**config.mk**
```make
export PLATFORM = sky130hd
export DESIGN_NAME = adc_channel_config_priority
export DESIGN_NICKNAME = d
export VERILOG_FILES = /design/src/hdl/adc_channel_config_priority.v
export VERILOG_INCLUDE_DIRS = /design/src /design/src/include
export SDC_FILE = /design/constraint.sdc
export NUM_CORES = 1
export LEC_CHECK = 0
export BUFFER_PORTS_ARGS = -buffer_cell sky130_fd_sc_hd__clkbuf_2
export CORE_UTILIZATION = 59
export DETAILED_ROUTE_END_ITERATION = 16
export PLACE_DENSITY = 0.8
export SLEW_MARGIN = 20
export SYNTH_ARGS = -nofsm -noshare
export SYNTH_HDL_FRONTEND = slang
export SYNTH_SLANG_ARGS = --single-unit
```
**constraint.sdc**
```tcl
create_clock -name I_REF_CLK -period 3.9 [get_ports I_REF_CLK]
set_clock_uncertainty 0.05 [all_clocks]
set_input_delay 0 -clock I_REF_CLK [delete_from_list [all_inputs] [get_ports I_REF_CLK]]
set_output_delay 0 -clock I_REF_CLK [all_outputs]
set_load 0.005 [all_outputs]
```
**src/include/adc_chan_defs.vh**
```
/*
 * Constants for the converter channel configuration and priority block:
 * register offsets, reset values, field positions and code ranges.
 * Assumes it is included by bare name, once per compilation unit.
 */
`ifndef ADC_CHAN_DEFS_VH
`define ADC_CHAN_DEFS_VH

// Geometry
`define NUM_CH          16
`define NUM_DED         2
`define CH_IDX_W        4
`define CODE_W          12
`define RES_W           16
`define ADDR_W          8

// Register word addresses
`define OFS_ANALOG_SEL  8'h00
`define OFS_DIRECTION   8'h01
`define OFS_PORT_VALUE  8'h02
`define OFS_MODE_LOW    8'h03
`define OFS_MODE_HIGH   8'h04
`define OFS_CORE_INSEL  8'h05
`define OFS_CTRL1_HIGH  8'h06
`define OFS_STATUS      8'h07
`define OFS_RESULT_BASE 8'h10

// Reset values
`define RST_ANALOG_SEL  16'hffff
`define RST_DIRECTION   16'hffff

// Field positions
`define FRAC_BIT        7
`define INSEL_W         2

// Code offsets
`define SE_SIGN_OFS     12'h800
`define PD_UNS_OFS      11'h400
`define INSEL_DEFAULT   2'h0

// Core finish stagger, in source clock periods per higher core
`define STAGGER_PER_CORE 1

`endif

```
**src/hdl/adc_channel_config_priority.v**
```verilog
/*
 * Channel configuration, result formatting, dedicated core routing and
 * shared core priority arbitration for a multi-core SAR converter: the pin
 * analog select and direction registers, per-channel pseudodiff and sign
 * bits, the dedicated core input selectors, sixteen result buffers and the
 * pending request set of the shared core.
 * Assumes one module clock and pins already synchronous to it; analog
 * cores outside deliver raw 12-bit codes with a one-cycle done pulse and
 * the code valid beside it; the shared core raises busy the cycle after a
 * grant and holds it until its done pulse; the source clock arrives as a
 * one-cycle tick; register strobes come from a simple single-cycle master
 * that never waits.
 */
// Implementation choices: the address map and strobed register access.
`timescale 1ns/1ps
`default_nettype none
`include "adc_chan_defs.vh"

module adc_channel_config_priority (
   input  wire                   I_REF_CLK,       // Module clock
   input  wire                   I_RST,           // Synchronous reset, active high
   input  wire [`ADDR_W-1:0]     I_ADDR,          // Register word address
   input  wire [15:0]            I_WDATA,         // Write data
   input  wire                   I_WR,            // Write strobe
   input  wire                   I_RD,            // Read strobe
   output reg  [15:0]            O_RDATA,         // Read data, cycle after strobe
   input  wire [`NUM_CH-1:0]     I_PIN_LEVEL,     // Digital level seen on each pin
   input  wire [`NUM_CH-1:0]     I_PORT_OUT,      // Digital port output latch
   output wire [`NUM_CH-1:0]     O_PIN_OUT_EN,    // Port drives pin when high
   output wire [`NUM_CH-1:0]     O_DIG_IBUF_EN,   // Digital input buffer enable
   output wire [`NUM_CH-1:0]     O_ANALOG_CONNECT, // Pin routed to converter
   input  wire [`NUM_CH-1:0]     I_CH_TRIGGER,    // Per-channel trigger pulses
   output wire [`NUM_DED-1:0]    O_DED_TRIGGER,   // Trigger to each dedicated core
   output wire [2*`NUM_DED-1:0]  O_DED_INSEL,     // Analog source per dedicated core
   output wire [`NUM_CH-1:0]     O_CH_DIFF,       // Per-channel pseudodiff mode
   output wire                   O_SHR_REQ,       // Shared core conversion request
   output reg  [`CH_IDX_W-1:0]   O_SHR_CH,        // Channel for shared core
   input  wire                   I_SHR_BUSY,      // Shared core busy
   input  wire [`NUM_DED:0]      I_CORE_DONE,     // Done per core; top is shared
   input  wire [(`NUM_DED+1)*`CODE_W-1:0] I_CORE_CODE, // Raw unsigned codes
   input  wire                   I_SRC_TICK       // Core source clock enable pulse
);

   // Core count: dedicated cores first, the shared core takes the last
   // index. The core index doubles as the store priority, lowest first,
   // so two cores finishing together never store in the same tick.
   localparam NCORE = `NUM_DED + 1;

   // Software-visible configuration registers
   reg  [15:0]             analog_sel_r;          // Pin analog select
   reg  [15:0]             direction_r;           // Pin direction, 1 = input
   reg  [15:0]             diff_r;                // Per-channel pseudodiff enable
   reg  [15:0]             sign_r;                // Per-channel signed result
   reg  [2*`NUM_DED-1:0]   insel_r;               // Dedicated core input select
   reg                     frac_r;                // Fractional format select
   reg  [`RES_W-1:0]       result_r [0:`NUM_CH-1]; // Channel result buffers
   // Arbitration, capture and store state
   reg  [`NUM_CH-1:0]      pend_r;                // Pending shared requests
   reg  [`NUM_CH-1:0]      pend_nxt;
   reg  [NCORE-1:0]        wait_r;                // Finished cores awaiting store
   reg  [NCORE*`CODE_W-1:0] code_r;               // Captured raw codes
   reg  [`CH_IDX_W-1:0]    shr_ch_r;              // Channel in shared conversion
   reg  [`CH_IDX_W-1:0]    shr_done_ch_r;         // Channel of the finished shared conversion
   integer                 k;                     // Loop index, clocked process
   integer                 m;                     // Loop index, store selection

   // Sign and mode formatting of a raw code
   // Single-ended: unsigned passes the code through, signed moves the
   // midpoint to zero. Pseudodiff keeps half the scale, starting 1024 above
   // zero when unsigned and straddling zero when signed. The fractional
   // option left-justifies the 12-bit value in the 16-bit buffer.
   function [`RES_W-1:0] fmt_code;
      input [`CODE_W-1:0] raw;
      input               pdiff;
      input               signed_res;
      input               frac;
      reg   [`CODE_W-1:0] v;
      begin
         v = raw;
         if (pdiff) begin
            // Pseudodiff spans half scale around midpoint
            v = {1'b0, raw[`CODE_W-1:1]};
            v = signed_res ? (v - {1'b0, `PD_UNS_OFS}) : (v + {1'b0, `PD_UNS_OFS});
         end else if (signed_res) begin
            v = raw - `SE_SIGN_OFS;
         end
         if (frac) begin
            fmt_code = {v, 4'h0};                             // Left-justified
         end else if (signed_res) begin
            fmt_code = {{4{v[`CODE_W-1]}}, v};
         end else begin
            fmt_code = {4'h0, v};
         end
      end
   endfunction

   // Index of lowest set request bit
   // Scanned from the top so the last hit, the lowest index, is kept
   function [`CH_IDX_W-1:0] lowest_idx;
      input [`NUM_CH-1:0] req;
      integer j;
      begin
         lowest_idx = {`CH_IDX_W{1'b0}};
         for (j = `NUM_CH-1; j >= 0; j = j - 1) begin
            if (req[j]) begin
               lowest_idx = j[`CH_IDX_W-1:0];
            end
         end
      end
   endfunction

   // Mode registers hold two bits per channel, eight channels a word:
   // bit 2i is the pseudodiff enable and bit 2i+1 the sign select of
   // channel i, or of channel i+8 in the high word.

   // Even bits of a mode word: pseudodiff enables of eight channels
   function [7:0] even_bits;
      input [15:0] w;
      integer i;
      begin
         even_bits = 8'h00;
         for (i = 0; i < 8; i = i + 1) begin
            even_bits[i] = w[2*i];
         end
      end
   endfunction

   // Odd bits of a mode word: sign selects of eight channels
   function [7:0] odd_bits;
      input [15:0] w;
      integer i;
      begin
         odd_bits = 8'h00;
         for (i = 0; i < 8; i = i + 1) begin
            odd_bits[i] = w[2*i+1];
         end
      end
   endfunction

   // Mode word rebuilt from eight pseudodiff and eight sign bits
   function [15:0] mode_word;
      input [7:0] dbits;
      input [7:0] sbits;
      integer i;
      begin
         mode_word = 16'h0000;
         for (i = 0; i < 8; i = i + 1) begin
            mode_word[2*i]   = dbits[i];
            mode_word[2*i+1] = sbits[i];
         end
      end
   endfunction

   // Pin control outputs, all straight from registers so they never glitch.
   // An analog pin loses its digital input buffer and draws no current there.
   // Clearing a direction bit lets the port latch drive the pin; the core
   // then samples that driven level like any other voltage, so the latch
   // needs no path through this block.
   assign O_DIG_IBUF_EN    = ~analog_sel_r;
   assign O_ANALOG_CONNECT = analog_sel_r;
   assign O_PIN_OUT_EN     = ~direction_r;
   assign O_CH_DIFF        = diff_r;

   // Dedicated cores: the selector only moves the analog switch; the
   // trigger stays with the core's own channel whatever is written, and
   // the selector bits pass to the switch unchanged.
   genvar g;
   generate
      for (g = 0; g < `NUM_DED; g = g + 1) begin : g_ded
         // Trigger always from the core's own channel
         assign O_DED_TRIGGER[g] = I_CH_TRIGGER[g];
         assign O_DED_INSEL[2*g+1:2*g] = insel_r[2*g+1:2*g];
      end
   endgenerate

   // Shared core requests: dedicated channels are excluded
   // A request is offered only while the core is idle, so a grant is
   // taken in the cycle it shows and the core answers with busy next.
   wire [`NUM_CH-1:0] shr_mask = {{(`NUM_CH-`NUM_DED){1'b1}}, {`NUM_DED{1'b0}}};
   wire [`NUM_CH-1:0] shr_pend = pend_r & shr_mask;
   assign O_SHR_REQ = (|shr_pend) & ~I_SHR_BUSY;

   // Lowest pending shared channel wins; zero while nothing waits
   always @* begin
      O_SHR_CH = lowest_idx(shr_pend);
   end

   // Pending set wins over grant clear
   // A trigger that lands in the grant cycle of the same channel re-arms
   // it, so no request is lost; a granted bit is cleared exactly once,
   // so none is converted twice.
   always @* begin
      pend_nxt = pend_r;
      if (O_SHR_REQ) begin
         pend_nxt[O_SHR_CH] = 1'b0;
      end
      pend_nxt = pend_nxt | (I_CH_TRIGGER & shr_mask);
   end

   // Lowest finished core index stores first
   // A core waits in wait_r from the cycle after its done pulse until
   // its store tick. One core stores per tick, so a core waits one more
   // source period for each finished core ahead of it.
   // Two bits of store_core cover all three cores.
   wire [NCORE-1:0] wait_all = wait_r | I_CORE_DONE;
   reg  [1:0]       store_core;
   reg              store_any;
   always @* begin
      store_core = 2'h0;
      store_any  = 1'b0;
      for (m = NCORE-1; m >= 0; m = m - 1) begin
         if (wait_r[m]) begin
            store_core = m[1:0];
            store_any  = 1'b1;
         end
      end
   end

   // Registers, result storage and arbitration state.
   // Reset is synchronous: pins come up analog and as inputs, every
   // channel single-ended and unsigned, selectors on their first source,
   // no request pending and no result waiting. Result buffers clear too
   // so a read before the first conversion shows zero.
   always @(posedge I_REF_CLK) begin
      if (I_RST) begin
         analog_sel_r <= `RST_ANALOG_SEL;
         direction_r  <= `RST_DIRECTION;
         diff_r       <= 16'h0000;
         sign_r       <= 16'h0000;
         insel_r      <= {`NUM_DED{`INSEL_DEFAULT}};
         frac_r       <= 1'b0;
         pend_r       <= 16'h0000;
         wait_r       <= {NCORE{1'b0}};
         code_r       <= {NCORE*`CODE_W{1'b0}};
         shr_ch_r     <= 4'h0;
         shr_done_ch_r <= 4'h0;
         O_RDATA      <= 16'h0000;
         for (k = 0; k < `NUM_CH; k = k + 1) begin
            result_r[k] <= 16'h0000;
         end
      end else begin
         // Pending shared requests advance every cycle
         pend_r      <= pend_nxt;
         if (O_SHR_REQ) begin
            shr_ch_r <= O_SHR_CH;                             // Remember granted channel
         end
         // The next grant may come in the very cycle of the done pulse and
         // overwrite shr_ch_r, so the finished channel is kept apart
         if (I_CORE_DONE[`NUM_DED]) begin
            shr_done_ch_r <= shr_ch_r;
         end
         // Capture codes of newly finished cores
         // The code bus is valid only with done, so it is latched at once
         for (k = 0; k < NCORE; k = k + 1) begin
            if (I_CORE_DONE[k]) begin
               code_r[k*`CODE_W +: `CODE_W] <= I_CORE_CODE[k*`CODE_W +: `CODE_W];
            end
         end
         // One store per source clock period, highest priority first
         // Ticks are one core source period apart, which paces the stagger
         if (I_SRC_TICK && store_any) begin
            if (store_core == `NUM_DED) begin
               // Shared core result goes to the channel it converted
               result_r[shr_done_ch_r] <= fmt_code(code_r[store_core*`CODE_W +: `CODE_W],
                                          diff_r[shr_done_ch_r], sign_r[shr_done_ch_r], frac_r);
            end else begin
               // Dedicated core k always fills buffer k, whatever its selector
               result_r[store_core] <= fmt_code(code_r[store_core*`CODE_W +: `CODE_W],
                                       diff_r[store_core], sign_r[store_core], frac_r);
            end
            // Stored core leaves the wait set, newly finished ones join it
            wait_r <= wait_all & ~({{(NCORE-1){1'b0}}, 1'b1} << store_core);
         end else begin
            // No store this cycle: finished cores keep waiting
            wait_r <= wait_all;
         end
         // Register writes; unmapped addresses are ignored
         // Writes take effect at the strobe edge
         if (I_WR) begin
            case (I_ADDR)
               `OFS_ANALOG_SEL: analog_sel_r <= I_WDATA;
               `OFS_DIRECTION:  direction_r  <= I_WDATA;
               // Mode words: even bits pseudodiff, odd bits sign
               `OFS_MODE_LOW: begin
                  diff_r[7:0]  <= even_bits(I_WDATA);
                  sign_r[7:0]  <= odd_bits(I_WDATA);
               end
               `OFS_MODE_HIGH: begin
                  diff_r[15:8] <= even_bits(I_WDATA);
                  sign_r[15:8] <= odd_bits(I_WDATA);
               end
               // Selector changes the analog source only
               `OFS_CORE_INSEL: insel_r <= I_WDATA[2*`NUM_DED-1:0];
               `OFS_CTRL1_HIGH: frac_r  <= I_WDATA[`FRAC_BIT];
               default: ;                                     // Unmapped write
            endcase
         end
         // Register reads, data one cycle later and zero otherwise,
         // so a back-to-back read simply replaces the previous word
         if (I_RD) begin
            if (I_ADDR >= `OFS_RESULT_BASE && I_ADDR < `OFS_RESULT_BASE + `NUM_CH) begin
               // Result buffers sit at consecutive word addresses
               O_RDATA <= result_r[I_ADDR[`CH_IDX_W-1:0]];
            end else begin
               case (I_ADDR)
                  `OFS_ANALOG_SEL: O_RDATA <= analog_sel_r;
                  `OFS_DIRECTION:  O_RDATA <= direction_r;
                  // Analog pins read zero whatever their voltage
                  `OFS_PORT_VALUE: O_RDATA <= I_PIN_LEVEL & ~analog_sel_r;
                  `OFS_MODE_LOW:   O_RDATA <= mode_word(diff_r[7:0], sign_r[7:0]);
                  `OFS_MODE_HIGH:  O_RDATA <= mode_word(diff_r[15:8], sign_r[15:8]);
                  `OFS_CORE_INSEL: O_RDATA <= {12'h000, insel_r};
                  `OFS_CTRL1_HIGH: O_RDATA <= {8'h00, frac_r, 7'h00};
                  // Pending shared requests, for software to poll
                  `OFS_STATUS:     O_RDATA <= pend_r;
                  default:         O_RDATA <= 16'h0000; // Unmapped read
               endcase
            end
         end else begin
            // Idle bus reads back zero
            O_RDATA <= 16'h0000;
         end
      end
   end

endmodule
`default_nettype wire

```
==> flow_summary_export.csv <==
group,metric,value,unit
synthesis,synth_fp_nets,1704,
synthesis,async_reset_ff_frac,0,
route,drtAntennaViolNets,0,
clock_network,clk_pin_slew,0.06,ns
run_status,status,"complete, but fails checks",
timing,fin_hold_ws,0.01822,ns
setup_path,required,4.11,ns
clock_network,clock_sink_count,404,
grt,antenna_found_initial,2,
layout,final_nets,1987,
setup_path,reg2reg_slack,0.44,ns
timing,slew_viol_final,0,
floorplanning,initial_core_util,0.5974,
synthesis,syn_avg_cell_area,11.87,sq um
setup_path,slowest_delay,0.73,ns
synthesis,synth_compound_area_frac,0.07879,
synthesis,synth_top_family_by_area,"multiplexers",
synthesis,ys.flop_type,"edfxtp_1",
timing,min_period_over_period,0.8880,
grt,grt_pass1_vias,14955,
floorplanning,fp.dieW,180.5,um
route,dr.pass1.iters,13,
place,gp_congestion,0.9381,
floorplanning,fp.dieH,180.5,um
synthesis,netlist-cell-type-count,66,
grt,grt_max_degree,65,
clock_network,numCtsBuffers,41,
route,drc_errors,4,
setup_path,critPathKind,"register to register",
layout,register_area,0.01065,sq mm
clock_network,cts_tree,"done",
layout,final_area,0.02270,sq mm
pwr,total_power,9.654,mW
setup_path,cp_slowest_cell,"dfxtp_1",
place,place_area,0.02006,sq mm
timing,finalSetupTns,0,ns
synthesis,syn_area,0.01880,sq mm
floorplanning,die-area,0.03259,sq mm
synthesis,synth_cells,1584,
setup_path,crit_chain,"mux4_2 -> mux4_2 -> ha_1 -> o21ai_0 -> nor3_1 -> nor3_1 -> o2bb2ai_1 -> buf_4 -> nor2_1",
synthesis,ys.warnings.count,0,
synthesis,synthSimpleGateAreaFrac,0.1484,
pwr,powerDensity,425.3,mW/mm^2
timing,finalSetupViolCount,0,
timing,rsz0062_at_grt,"no",
synthesis,muxShareOfSynthArea,0.1636,
synthesis,synth.area.top_cells,"edfxtp_1 (41%), dfxtp_1 (16%), mux4_2 (12%)",
layout,multi_input_area,0.007390,sq mm
place,portBuffers,187,
setup_path,worst-path-stages,9,
layout,final_cell_mix,"nor2_1 (286), edfxtp_1 (256), clkbuf_2 (184)",
layout,fin_cells,2301,
place,place_ws,0.4927,ns
setup_path,cpLargestDelayFamily,"multiplexers",
floorplanning,io_pins,208,
worst_hold_path,hold_depth,6,
synthesis,synth-seq-area-share,0.5664,
grt,grtUsageTotal,0.3417,
grt,grt-ovfl-total,0,
clock_network,cts_max_level,2,
clock_network,cts_max_path_buffers,3,
job,drv.max_cap_violation_count,0,
route,drtIter0Drc,2085,
timing,min_period,3.463,ns
setup_path,reg2reg_depth,9,
timing,max_freq,0.2888,GHz
worst_hold_path,hp-class,"primary input to register",
timing,final-hold-violation-count,0,
run_status,violations,"design-rule violations",
layout,fin_util,0.7212,
clock_network,clockRootBuffer,"clkbuf_16",
place,dp_cells,2093,
route,vias,14921,
route,routed_wl,55440,um
synthesis,synth_edf_count,256,
layout,final_common_cell,"nor2_1",
layout,nFillCells,1980,
floorplanning,core,0.03147,sq mm
place,hpwlAfterDp,34540,um
timing,max_slew.worst_pin.slew,0.9428,ns
synthesis,synth-seq-cells,404,
timing,fin_ws,0.4368,ns
synthesis,yosys.area_share.xor_xnor,0,
pwr,peakVddDrop,0.3250,mV
setup_path,cp_max_fo,16,
route,via_per_inst,6.485,
setup_path,arrival,3.67,ns
synthesis,synth_fa_ha_area_frac,0.001996,
pwr,leakagePower,8.464,nW
layout,areaGrowthSynthToFinish,20.71,%
setup_path,critPathBufInv,1,
route,wire_per_inst,24.10,um
setup_path,cp-start-kind,"register",
layout,drive_above_1_share,0.2455,
grt,grt_pass1_wl,84970,um
synthesis,netlist.top_cell.by_area,"edfxtp_1",
timing,slew_headroom,0.3700,
setup_path,end_kind,"register",
clock_network,clock_latency,0.55,ns
clock_network,cts_setup_buffers,0,
synthesis,synth_top_area_frac,0.4088,
floorplanning,rows,65,
synthesized netlist by cell type, types with 5 or more instances:
cell / count
o22ai_1: 7
o21ai_0: 15
a31oi_1: 5
a21oi_1: 67
mux2i_4: 12
clkbuf_1: 89
a221oi_1: 8
dfxtp_1: 148
nand3_1: 7
a211oi_1: 11
and3_1: 7
nor3_2: 41
nor3_1: 41
buf_2: 25
mux2i_1: 53
nand2_1: 171
buf_1: 9
inv_1: 45
nor4_1: 7
a22oi_1: 15
mux4_2: 99
nor2_1: 286
o211ai_1: 37
o21ai_1: 11
nand3b_1: 9
a222oi_1: 8
and2_1: 8
edfxtp_1: 256
a22o_1: 5
nor2b_1: 17
flip-flops by register name (all words and copies together), names as in the netlist, 16 cells and up:
register and cells:
direction_r 16, O_CH_DIFF 16, result_r 256, O_ANALOG_CONNECT 16
pend_r 16, sign_r 16, code_r 36, O_RDATA 16
kinds of logic (layout without fill, tap and decap cells):
logic type | Yosys count | in the layout
flops | 404 | 404
mux | 168 | 168
other cells | 0 | 1
buf+inv | 180 | 494
simple gates | 610 | 610
compound gates | 219 | 219
fa+ha+maj | 3 | 3
worst reg2reg max path, delay by kind of cell, from the launching register on:
family	cells	cell delay, ns
mux	2	1.19
flops	1	0.73
simple gates	3	0.33
buf+inv	1	0.27
fa+ha+maj	1	0.23
compound gates	2	0.37
power breakdown:
group	switching [mW]	leakage [nW]	internal, mW
clock network	1.66	0.643	2.22
logic	0.582	3.97	0.428
registers	0.0824	3.85	4.68
total	2.32	8.46	7.33
metal layers:
| metal | GRT usage | vias up | part of all wire |
|---|---|---|---|
| li1 | - | 6353 | - |
| met1 | 0.4363 | 7214 | 0.36 |
| met2 | 0.5733 | 1156 | 0.49 |
| met3 | 0.06710 | 198 | 0.11 |
| met4 | 0.1422 | 0 | 0.038 |
| met5 | 0 | - | 0 |
final timing paths:
check,from,end
max,shr_done_ch_r[0]$_SDFFE_PP0P_,result_r[14][14]$_SDFFCE_PN0P_
min,I_PIN_LEVEL[0],O_RDATA[0]$_SDFF_PP0_
max reg2reg,shr_done_ch_r[0]$_SDFFE_PP0P_,result_r[14][14]$_SDFFCE_PN0P_
min reg2reg,pend_r[1]$_SDFFE_PP0P_,pend_r[1]$_SDFFE_PP0P_
cell type report:
class / instances / share of cell area
clock buffer: 55 / 0.05115
sequential: 404 / 0.4694
tap: 402 / 0.02216
multi-input combinational: 1000 / 0.3256
antenna: 1 / 0.0001102
clock inverter: 19 / 0.006284
inverter: 48 / 0.007938
timing repair buffer: 372 / 0.1174
repair_timing:
action,CTS,global route
endpoints found under the hold margin,129,0
endpoints found under the setup margin,0,0
hold buffers,133,0
resized for setup,0,0
Power figures use the tool's default switching activity.
